**config.mk**
```make
export PLATFORM = sky130hd
export DESIGN_NAME = pad_cell_storage_ddr
export DESIGN_NICKNAME = d
export VERILOG_FILES = /design/src/pkg/pad_cell_pkg.sv /design/src/hw/storage_element.sv /design/src/hw/ddr_select.sv /design/src/hw/pad_cell_storage_ddr.sv
export VERILOG_INCLUDE_DIRS = /design/src /design/src/pkg
export SDC_FILE = /design/constraint.sdc
export NUM_CORES = 1
export LEC_CHECK = 0
export CORE_ASPECT_RATIO = 0.75
export CORE_MARGIN = 5
export CORE_UTILIZATION = 55
export DETAILED_ROUTE_END_ITERATION = 8
export DONT_BUFFER_PORTS = 1
export PLACE_DENSITY_LB_ADDON = 0.15
export SLEW_MARGIN = 30
export SYNTH_ARGS = -nofsm -noshare
export SYNTH_HDL_FRONTEND = slang
export SYNTH_HIERARCHICAL = 1
export SYNTH_SLANG_ARGS = --single-unit
```
**constraint.sdc**
```tcl
create_clock -name clk -period 2.4 [get_ports clk]
set_input_delay 0.48 -clock clk [delete_from_list [all_inputs] [get_ports clk]]
set_output_delay 0.48 -clock clk [all_outputs]
set_load 0.02 [all_outputs]
```
**src/pkg/pad_cell_params.svh**
```systemverilog
`ifndef PAD_CELL_PARAMS_SVH
`define PAD_CELL_PARAMS_SVH
// ----------------------------------------------------------------
// Bus geometry and register word indices
// ----------------------------------------------------------------
`define PC_ADDR_W      6
`define PC_DATA_W      32
`define PC_IDX_LSB     2
`define PC_IDX_W       4
`define PC_IDX_CTRL    4'h0
`define PC_IDX_POL     4'h1
`define PC_IDX_ELEM0   4'h2
`define PC_IDX_STATUS  4'h8
// ----------------------------------------------------------------
// Control register fields
// ----------------------------------------------------------------
`define PC_CTRL_W      7
`define PC_CTRL_ASYNC  0
`define PC_CTRL_IDDR   1
`define PC_CTRL_ODDR   2
`define PC_CTRL_TDDR   3
`define PC_CTRL_FWD    4
`define PC_CTRL_FALL   5
`define PC_CTRL_DIFF   6
`define PC_CTRL_INIT   8
`define PC_CTRL_RST    7'h00
// ----------------------------------------------------------------
// Polarity and connection register fields
// ----------------------------------------------------------------
`define PC_POL_W       11
`define PC_INV_ICE     0
`define PC_INV_OCE     1
`define PC_INV_TCE     2
`define PC_INV_SR      3
`define PC_INV_REV     4
`define PC_INV_CLK0    5
`define PC_INV_CLK1    6
`define PC_CONN_ICE    8
`define PC_CONN_OCE    9
`define PC_CONN_TCE    10
`define PC_POL_RST     11'h000
// ----------------------------------------------------------------
// Storage elements and their configuration fields
// ----------------------------------------------------------------
`define PC_NUM_ELEM    6
`define PC_E_IN0       0
`define PC_E_IN1       1
`define PC_E_OUT0      2
`define PC_E_OUT1      3
`define PC_E_TRI0      4
`define PC_E_TRI1      5
`define PC_EC_W        6
`define PC_EC_LATCH    0
`define PC_EC_OPT_LSB  1
`define PC_EC_OPT_MSB  3
`define PC_EC_HIGH     4
`define PC_EC_INIT     5
`define PC_EC_RST      6'h00
// ----------------------------------------------------------------
// Status fields and reset values
// ----------------------------------------------------------------
`define PC_ST_PADOUT   6
`define PC_ST_PADOEN   7
`define PC_ST_PADIN    8
`define PC_Q_RST       1'h0
`define PC_SEL_RST     1'h0
`define PC_WAIT_RST    1'h1
`define PC_RDATA_RST   32'h00000000
`endif

```
**src/pkg/pad_cell_pkg.sv**
```systemverilog
package pad_cell_pkg;
    typedef enum logic [2:0] {
        SR_NONE         = 3'h0,
        SR_SYNC_SET     = 3'h1,
        SR_SYNC_RESET   = 3'h2,
        SR_SYNC_BOTH    = 3'h3,
        SR_ASYNC_PRESET = 3'h4,
        SR_ASYNC_CLEAR  = 3'h5,
        SR_ASYNC_BOTH   = 3'h6
    } sr_option_type;
endpackage

```
**src/hw/storage_element.sv**
```systemverilog
`timescale 1ns/1ps
`include "pad_cell_params.svh"
module storage_element (
    // Clock and cell-wide controls
    input  wire logic                        clk,
    input  wire logic                        reset_n,
    input  wire logic                        ce,
    input  wire logic                        asyncStyle,
    input  wire logic                        initPulse,
    // Element controls, polarity already applied
    input  wire logic                        phaseClk,
    input  wire logic                        pairEn,
    input  wire logic                        forceStateInput,
    input  wire logic                        oppositeForceInput,
    input  wire logic                        d,
    // Element configuration
    input  wire logic                        latchMode,
    input  wire pad_cell_pkg::sr_option_type forceOption,
    input  wire logic                        forceToOneSetting,
    input  wire logic                        initialOneSetting,
    // Stored value
    output logic                             q
);
    logic q_q, q_d, phasePrev_q, phasePrev_d;
    logic hasSet, hasReset, setReq, resetReq, clkEvent, forceEvent;

    always_comb begin
        hasSet = 1'b0;
        hasReset = 1'b0;
        unique case (forceOption)
            pad_cell_pkg::SR_NONE: ;
            pad_cell_pkg::SR_SYNC_SET,
            pad_cell_pkg::SR_ASYNC_PRESET: hasSet = 1'b1;
            pad_cell_pkg::SR_SYNC_RESET,
            pad_cell_pkg::SR_ASYNC_CLEAR: hasReset = 1'b1;
            pad_cell_pkg::SR_SYNC_BOTH,
            pad_cell_pkg::SR_ASYNC_BOTH: begin
                hasSet = 1'b1;
                hasReset = 1'b1;
            end
            default: ;
        endcase
        // The opposite input always drives the other level.
        setReq = hasSet && (forceToOneSetting ? forceStateInput
                                              : oppositeForceInput);
        resetReq = hasReset && (forceToOneSetting ? oppositeForceInput
                                                  : forceStateInput);
        clkEvent = latchMode ? phaseClk : (phaseClk && !phasePrev_q);
        // The cell style, not the option code, decides the timing.
        forceEvent = asyncStyle || clkEvent;
        phasePrev_d = phaseClk;
        if (initPulse) begin
            q_d = initialOneSetting;
        end else if (forceEvent && resetReq) begin
            q_d = 1'b0;
        end else if (forceEvent && setReq) begin
            q_d = 1'b1;
        end else if (clkEvent && pairEn) begin
            q_d = d;
        end else begin
            q_d = q_q;
        end
    end

    always_ff @(posedge clk) begin
        if (!reset_n) begin
            q_q <= `PC_Q_RST;
            phasePrev_q <= `PC_Q_RST;
        end else if (ce) begin
            q_q <= q_d;
            phasePrev_q <= phasePrev_d;
        end
    end

    assign q = q_q;

    reset_wins_a: assert property (
        @(posedge clk) disable iff (!reset_n)
        ce && !initPulse && forceEvent && resetReq |=> !q_q)
        else $error("Reset did not override set.");
    set_force_a: assert property (
        @(posedge clk) disable iff (!reset_n)
        ce && !initPulse && forceEvent && setReq && !resetReq |=> q_q)
        else $error("Set did not force a one.");
    init_load_a: assert property (
        @(posedge clk) disable iff (!reset_n)
        ce && initPulse |=> q_q == $past(initialOneSetting))
        else $error("Initial value not loaded.");
    hold_off_a: assert property (
        @(posedge clk) disable iff (!reset_n)
        ce && !initPulse && !pairEn && !(setReq || resetReq)
        |=> $stable(q_q))
        else $error("Element changed with its enable low.");
    capture_a: assert property (
        @(posedge clk) disable iff (!reset_n)
        ce && !initPulse && clkEvent && pairEn && !setReq && !resetReq
        |=> q_q == $past(d))
        else $error("Element missed its data.");
    latch_seen_c: cover property (
        @(posedge clk) disable iff (!reset_n)
        ce && latchMode && phaseClk && pairEn ##1 ce && phaseClk);
endmodule // storage_element

```
**src/hw/ddr_select.sv**
```systemverilog
`timescale 1ns/1ps
`include "pad_cell_params.svh"
module ddr_select (
    // Clock and controls
    input  wire logic clk,
    input  wire logic reset_n,
    input  wire logic ce,
    input  wire logic ddrEn,
    input  wire logic phase,
    // Register pair
    input  wire logic firstQ,
    input  wire logic secondQ,
    // Selected value and its complement
    output logic      sel,
    output logic      selN
);
    logic sel_q, sel_d;

    always_comb begin
        // One value per phase gives two values per period.
        sel_d = (ddrEn && !phase) ? secondQ : firstQ;
    end

    always_ff @(posedge clk) begin
        if (!reset_n) begin
            sel_q <= `PC_SEL_RST;
        end else if (ce) begin
            sel_q <= sel_d;
        end
    end

    assign sel = sel_q;
    assign selN = !sel_q;

    ddr_pick_a: assert property (
        @(posedge clk) disable iff (!reset_n)
        ce && ddrEn |=> sel_q == $past(phase ? firstQ : secondQ))
        else $error("Wrong register selected for the phase.");
    sdr_pick_a: assert property (
        @(posedge clk) disable iff (!reset_n)
        ce && !ddrEn |=> sel_q == $past(firstQ))
        else $error("Single rate path did not use the first register.");
endmodule // ddr_select

```
**src/hw/pad_cell_storage_ddr.sv**
```systemverilog
// Chosen here: the placing of the registers and the Avalon-MM register port.
`timescale 1ns/1ps
`include "pad_cell_params.svh"
module pad_cell_storage_ddr #(
    parameter int ADDR_W = `PC_ADDR_W,
    parameter int DATA_W = `PC_DATA_W
) (
    // Clock, reset and clock enable
    input  wire logic              clk,
    input  wire logic              reset_n,
    input  wire logic              ce,
    // Avalon-MM register slave
    input  wire logic [ADDR_W-1:0] address,
    input  wire logic              read,
    input  wire logic              write,
    input  wire logic [DATA_W-1:0] writedata,
    output logic      [DATA_W-1:0] readdata,
    output logic                   waitrequest,
    // Double rate phase clocks, sampled as levels
    input  wire logic              ddrClk0,
    input  wire logic              ddrClk1,
    // Control inputs from user logic
    input  wire logic              inputPairClockEnable,
    input  wire logic              outputPairClockEnable,
    input  wire logic              tristatePairClockEnable,
    input  wire logic              forceStateInput,
    input  wire logic              oppositeForceInput,
    // User data
    input  wire logic              outData0,
    input  wire logic              outData1,
    input  wire logic              triData0,
    input  wire logic              triData1,
    output logic                   inData0,
    output logic                   inData1,
    // Pad side
    input  wire logic              padIn,
    input  wire logic              padInComp,
    output logic                   padOut,
    output logic                   padOutComp,
    output logic                   padOeN
);
    localparam int NUM_ELEM = `PC_NUM_ELEM;

    // ----------------------------------------------------------------
    // Register state
    // ----------------------------------------------------------------
    logic [`PC_CTRL_W-1:0] ctrl_q, ctrl_d;
    logic [`PC_POL_W-1:0]  pol_q, pol_d;
    logic [`PC_EC_W-1:0]   elem_q [NUM_ELEM];
    logic [`PC_EC_W-1:0]   elem_d [NUM_ELEM];
    logic                  initPulse_q, initPulse_d;
    logic                  waitReq_q, waitReq_d;
    logic [DATA_W-1:0]     readData_q, readData_d;
    logic [`PC_IDX_W-1:0]  idx;
    logic                  access, commit;

    // ----------------------------------------------------------------
    // Datapath signals
    // ----------------------------------------------------------------
    logic                phase0, phase1, padValue, outD0, outD1;
    logic                iceEff, oceEff, tceEff, srEff, revEff;
    logic [NUM_ELEM-1:0] dVec, phaseVec, enVec, qVec;

    // ----------------------------------------------------------------
    // Register bus
    // ----------------------------------------------------------------
    assign idx = address[`PC_IDX_LSB +: `PC_IDX_W];
    // The answer costs one wait cycle so read data can be registered.
    assign access = (read || write) && waitReq_q;
    assign commit = write && !waitReq_q;

    always_comb begin
        ctrl_d = ctrl_q;
        pol_d = pol_q;
        elem_d = elem_q;
        initPulse_d = 1'b0;
        waitReq_d = !access;
        readData_d = readData_q;
        if (commit) begin
            if (idx == `PC_IDX_CTRL) begin
                ctrl_d = writedata[`PC_CTRL_W-1:0];
                initPulse_d = writedata[`PC_CTRL_INIT];
            end
            if (idx == `PC_IDX_POL) begin
                pol_d = writedata[`PC_POL_W-1:0];
            end
            for (int i = 0; i < NUM_ELEM; i++) begin
                if (idx == `PC_IDX_ELEM0 + `PC_IDX_W'(i)) begin
                    elem_d[i] = writedata[`PC_EC_W-1:0];
                end
            end
        end
        if (access && read) begin
            readData_d = '0;
            if (idx == `PC_IDX_CTRL) begin
                readData_d[`PC_CTRL_W-1:0] = ctrl_q;
            end
            if (idx == `PC_IDX_POL) begin
                readData_d[`PC_POL_W-1:0] = pol_q;
            end
            for (int i = 0; i < NUM_ELEM; i++) begin
                if (idx == `PC_IDX_ELEM0 + `PC_IDX_W'(i)) begin
                    readData_d[`PC_EC_W-1:0] = elem_q[i];
                end
            end
            if (idx == `PC_IDX_STATUS) begin
                readData_d[NUM_ELEM-1:0] = qVec;
                readData_d[`PC_ST_PADOUT] = padOut;
                readData_d[`PC_ST_PADOEN] = padOeN;
                readData_d[`PC_ST_PADIN] = padIn;
            end
        end
    end

    always_ff @(posedge clk) begin
        if (!reset_n) begin
            ctrl_q <= `PC_CTRL_RST;
            pol_q <= `PC_POL_RST;
            for (int i = 0; i < NUM_ELEM; i++) begin
                elem_q[i] <= `PC_EC_RST;
            end
            initPulse_q <= 1'b0;
            waitReq_q <= `PC_WAIT_RST;
            readData_q <= `PC_RDATA_RST;
        end else if (ce) begin
            ctrl_q <= ctrl_d;
            pol_q <= pol_d;
            elem_q <= elem_d;
            initPulse_q <= initPulse_d;
            waitReq_q <= waitReq_d;
            readData_q <= readData_d;
        end
    end

    assign readdata = readData_q;
    assign waitrequest = waitReq_q;

    // ----------------------------------------------------------------
    // Control polarity, enables and data sources
    // ----------------------------------------------------------------
    always_comb begin
        // Both cells of a pair must see these same two phases.
        phase0 = ddrClk0 ^ pol_q[`PC_INV_CLK0] ^ ctrl_q[`PC_CTRL_FALL];
        // Opposite phases are taken as given by the clock source.
        phase1 = ddrClk1 ^ pol_q[`PC_INV_CLK1] ^ ctrl_q[`PC_CTRL_FALL];
        iceEff = pol_q[`PC_CONN_ICE] ?
                 inputPairClockEnable ^ pol_q[`PC_INV_ICE] : 1'b1;
        oceEff = pol_q[`PC_CONN_OCE] ?
                 outputPairClockEnable ^ pol_q[`PC_INV_OCE] : 1'b1;
        tceEff = pol_q[`PC_CONN_TCE] ?
                 tristatePairClockEnable ^ pol_q[`PC_INV_TCE] : 1'b1;
        srEff = forceStateInput ^ pol_q[`PC_INV_SR];
        revEff = oppositeForceInput ^ pol_q[`PC_INV_REV];
        // A crude receiver: a one only when the true leg leads.
        padValue = ctrl_q[`PC_CTRL_DIFF] ? (padIn && !padInComp)
                                        : padIn;
        // Forwarding loads one and zero so that, with PC_CTRL_ODDR set, the pad mirrors the clock.
        outD0 = ctrl_q[`PC_CTRL_FWD] ? 1'b1 : outData0;
        outD1 = ctrl_q[`PC_CTRL_FWD] ? 1'b0 : outData1;
        dVec = {triData1, triData0, outD1, outD0, padValue, padValue};
        phaseVec = {phase1, phase0, phase1, phase0, phase1, phase0};
        enVec = {tceEff, tceEff, oceEff, oceEff, iceEff, iceEff};
    end

    // ----------------------------------------------------------------
    // Storage elements
    // ----------------------------------------------------------------
    for (genvar i = 0; i < NUM_ELEM; i++) begin : gElem
        storage_element uElem (
            .clk                (clk),
            .reset_n            (reset_n),
            .ce                 (ce),
            .asyncStyle         (ctrl_q[`PC_CTRL_ASYNC]),
            .initPulse          (initPulse_q),
            .phaseClk           (phaseVec[i]),
            .pairEn             (enVec[i]),
            .forceStateInput    (srEff),
            .oppositeForceInput (revEff),
            .d                  (dVec[i]),
            .latchMode          (elem_q[i][`PC_EC_LATCH]),
            .forceOption        (pad_cell_pkg::sr_option_type'(
                                 elem_q[i][`PC_EC_OPT_MSB:`PC_EC_OPT_LSB])),
            .forceToOneSetting  (elem_q[i][`PC_EC_HIGH]),
            .initialOneSetting  (elem_q[i][`PC_EC_INIT]),
            .q                  (qVec[i])
        );
    end

    assign inData0 = qVec[`PC_E_IN0];
    assign inData1 = qVec[`PC_E_IN1];

    // ----------------------------------------------------------------
    // Double rate selection toward the pad
    // ----------------------------------------------------------------
    ddr_select uOutSel (
        .clk     (clk),
        .reset_n (reset_n),
        .ce      (ce),
        .ddrEn   (ctrl_q[`PC_CTRL_ODDR]),
        .phase   (phase0),
        .firstQ  (qVec[`PC_E_OUT0]),
        .secondQ (qVec[`PC_E_OUT1]),
        .sel     (padOut),
        .selN    (padOutComp)
    );

    // A high three-state value releases the pad, so it is the low-active
    // enable as it stands.
    ddr_select uTriSel (
        .clk     (clk),
        .reset_n (reset_n),
        .ce      (ce),
        .ddrEn   (ctrl_q[`PC_CTRL_TDDR]),
        .phase   (phase0),
        .firstQ  (qVec[`PC_E_TRI0]),
        .secondQ (qVec[`PC_E_TRI1]),
        .sel     (padOeN),
        .selN    ()
    );

    // ----------------------------------------------------------------
    // Checks
    // ----------------------------------------------------------------
    bus_answer_a: assert property (
        @(posedge clk) disable iff (!reset_n)
        ce && access |=> !waitReq_q)
        else $error("Bus request not answered in one cycle.");
    bus_release_a: assert property (
        @(posedge clk) disable iff (!reset_n)
        ce && !waitReq_q |=> waitReq_q)
        else $error("Waitrequest stayed low after the answer.");
    ctrl_write_a: assert property (
        @(posedge clk) disable iff (!reset_n)
        ce && commit && idx == `PC_IDX_CTRL
        |=> ctrl_q == $past(writedata[`PC_CTRL_W-1:0]))
        else $error("Control write did not take effect.");
    en_default_a: assert property (
        @(posedge clk) disable iff (!reset_n)
        !pol_q[`PC_CONN_OCE] |-> enVec[`PC_E_OUT0] && enVec[`PC_E_OUT1])
        else $error("Unconnected enable not asserted.");
    fwd_data_a: assert property (
        @(posedge clk) disable iff (!reset_n)
        ctrl_q[`PC_CTRL_FWD] |-> dVec[`PC_E_OUT0] && !dVec[`PC_E_OUT1])
        else $error("Forwarded clock data wrong.");
    // A low enable must hold the control and polarity settings, or a stall could lose a write.
    cfg_freeze_a: assert property (
        @(posedge clk) disable iff (!reset_n)
        !ce |=> $stable(ctrl_q) && $stable(pol_q))
        else $error("Settings changed with the clock enable low.");
    status_read_a: assert property (
        @(posedge clk) disable iff (!reset_n)
        ce && access && read && idx == `PC_IDX_STATUS
        |=> readData_q[NUM_ELEM-1:0] == $past(qVec))
        else $error("Status read did not show the element values.");
    write_seen_c: cover property (
        @(posedge clk) disable iff (!reset_n) ce && commit);
    read_seen_c: cover property (
        @(posedge clk) disable iff (!reset_n) ce && read && !waitReq_q);
    ddr_toggle_c: cover property (
        @(posedge clk) disable iff (!reset_n)
        ctrl_q[`PC_CTRL_ODDR] && padOut ##1 !padOut ##1 padOut);
endmodule // pad_cell_storage_ddr

```
==> reports/results.ini <==
[global_route]
antenna_found_initial = 0
grt_pass1_vias = 3785
grt_pass1_wl_microns = 21360
grt_util_all_layers = 0.2499
grt-ovfl-total = 0
grt_max_degree = 83

[timing]
slew_violations = 0
post-route-min-period_ns = 1.934
hold_violations = 0
worst_slew_pin_slew_ns = 0.6148
finClkSkew_ns = 0.006426
setup_tns_ns = 0
whs_ns = 0.2443
setup-violations-final = 0
relSlewSlack = 0.5881
rsz0062_at_grt = no
fmax_mhz = 517.2
post-route-period-util = 0.8056

[floorplanning]
die-area_sq_um = 11330
start_util = 0.5642
die_h_microns = 93.43
fp.coreArea_sq_um = 9046
io_pins = 94
fp-row-count = 30
die_w_microns = 121.2

[detailed_routing]
via_per_inst = 6.164
drt_pass1_iterations = 5
vias = 4068
drc = 0
drtAntennaViolNets = 0
wl_per_cell_microns = 21.41
drt-total-wl_microns = 14130
drtIter0Drc = 441

[final_layout]
utilization = 0.6041
multi_input_area_sq_um = 3214
layout-drive-gt1-share = 0.1372
ff_latch_area_sq_um = 1622
fin_cells = 660
fin_nets = 583
fillers = 786
diodes = 0
area_growth_pct = 7.085

[clock_tree]
cts_root_buf = clkbuf_16
cts_setup_buffers = 0
clock-sinks = 81
numCtsBuffers = 9
cts_buffer_depth = 2
ctsResizeCount = 0
h-tree-depth = 3
cts_hold_buf = 0
cts_tree = done
clk_pin_slew_ns = 0.06
clk_latency_ns = 0.35

[power]
clock_power_share = 0.476
swShare = 0.2439
ir_drop_uv = 352.2
power_frac_seq = 0.436
power.leakage_nw = 2.038
power_density_nw_per_um2 = 590.6
p_switching_w = 0.0007871
p_comb_frac = 0.088
power.internal_w = 0.002440
p_total_w = 0.003228

[placement]
io_buffers = 0
place.gp.congestion = 0.8799
dpl.hpwl_microns = 9884
dp.cells = 644

[status]
status = finished clean

[yosys]
synthCells = 535
yosysWarnings = 6
syn-cell-area_sq_um = 5104
syn_avg_cell_area_sq_um = 9.540

[setup_path]
crit_type = flop to flop
crit_arrival_ns = 2.18
required_ns = 2.65
cp_max_fo = 18
start_kind = flop
crit_path_end_kind = flop
r2r_slack_ns = 0.47

[job]
drv_cap = 0

[min_path]
hp-class = input pin to flop

==> final cells by class <==
class,count,area share
inverter,12,0.008242
sequential,81,0.2967
multi-input combinational,412,0.5881
clock inverter,6,0.01648
timing repair buffer,11,0.01740
clock buffer,10,0.04373
tap,128,0.02930
==> placed cells by master (no fill, tap or decap), types with 3 or more instances in the layout <==
cell        n
a2111oi_4   6
a21bo_2     6
a21o_1     12
a21oi_1    22
a221o_1     4
a221oi_1    4
a22oi_1     8
a32o_1      6
buf_4      10
clkbuf_16   9
conb_1     21
dfxtp_1    81
inv_1      12
mux2_2     10
mux2_4      6
mux2i_1    72
nand2_1    13
nand2b_1   13
nand2b_4    6
nand3b_1    9
nor2_1     13
nor2b_1    72
nor3_2      4
nor3b_1     3
o211ai_1   12
o21a_1      6
o21ai_0    28
o221ai_1    4
o22ai_1     4
o41ai_1     6
or2b_1      6
or3_1       5
xnor2_1     6
==> layer usage <==
layer / global-route usage / vias to the layer above / wire [microns]
li1: - / 1883 / -
met1: 0.3363 / 1976 / 6125
met2: 0.3574 / 187 / 5977
met3: 0.1161 / 22 / 1742
met4: 0.07183 / 0 / 286
met5: 0 / - / 0
==> through the flow <==
stage          area (sq um)  setup WS (ns)
2_1_floorplan          5179         0.3626
3_3_place_gp           5129         0.1696
3_5_place_dp           5129         0.1731
4_1_cts                5458         0.2642
5_1_grt                5465         0.4002
6_report               5465         0.4665
==> power by group through the flow <==
stage | Combinational [W] | Clock, W | Sequential (W)
6_report | 0.000284 | 0.00153 | 0.00141
5_1_grt | 0.000305 | 0.00162 | 0.00141
4_1_cts | 0.000280 | 0.00155 | 0.00141
3_5_place_dp | 0.000278 | 0 | 0.00144
3_3_place_gp | 0.000271 | 0 | 0.00144
2_1_floorplan | 0.000295 | 0 | 0.00143
==> sequential cells by signal (all words and copies together), names as in the netlist <==
name / count
ctrl_q: 7
elem_q: 36
gElem.uElem/phasePrev_q: 6
gElem.uElem/q: 6
initPulse_q: 1
pol_q: 11
readdata: 11
uOutSel/sel: 1
uTriSel/sel: 1
waitrequest: 1
==> final timing paths <==
kind	startpoint	to	cells after the start
hold / removal	ce	uOutSel/sel	1
hold reg to reg	gElem[2].uElem/phasePrev_q	gElem[2].uElem/phasePrev_q	2
setup / recovery	pol_q[4]	gElem[0].uElem/q	7
setup reg to reg	pol_q[4]	gElem[0].uElem/q	7
==> critical path, cell delays in order, from the launching register on <==
cell and delay (ns):
dfxtp_1 0.33, xor2_1 0.16, buf_4 0.22, mux2_4 0.31, a32o_1 0.24, a2111oi_4 0.32, o211ai_1 0.16, o41ai_1 0.09
(Power assumes the default switching activity.)
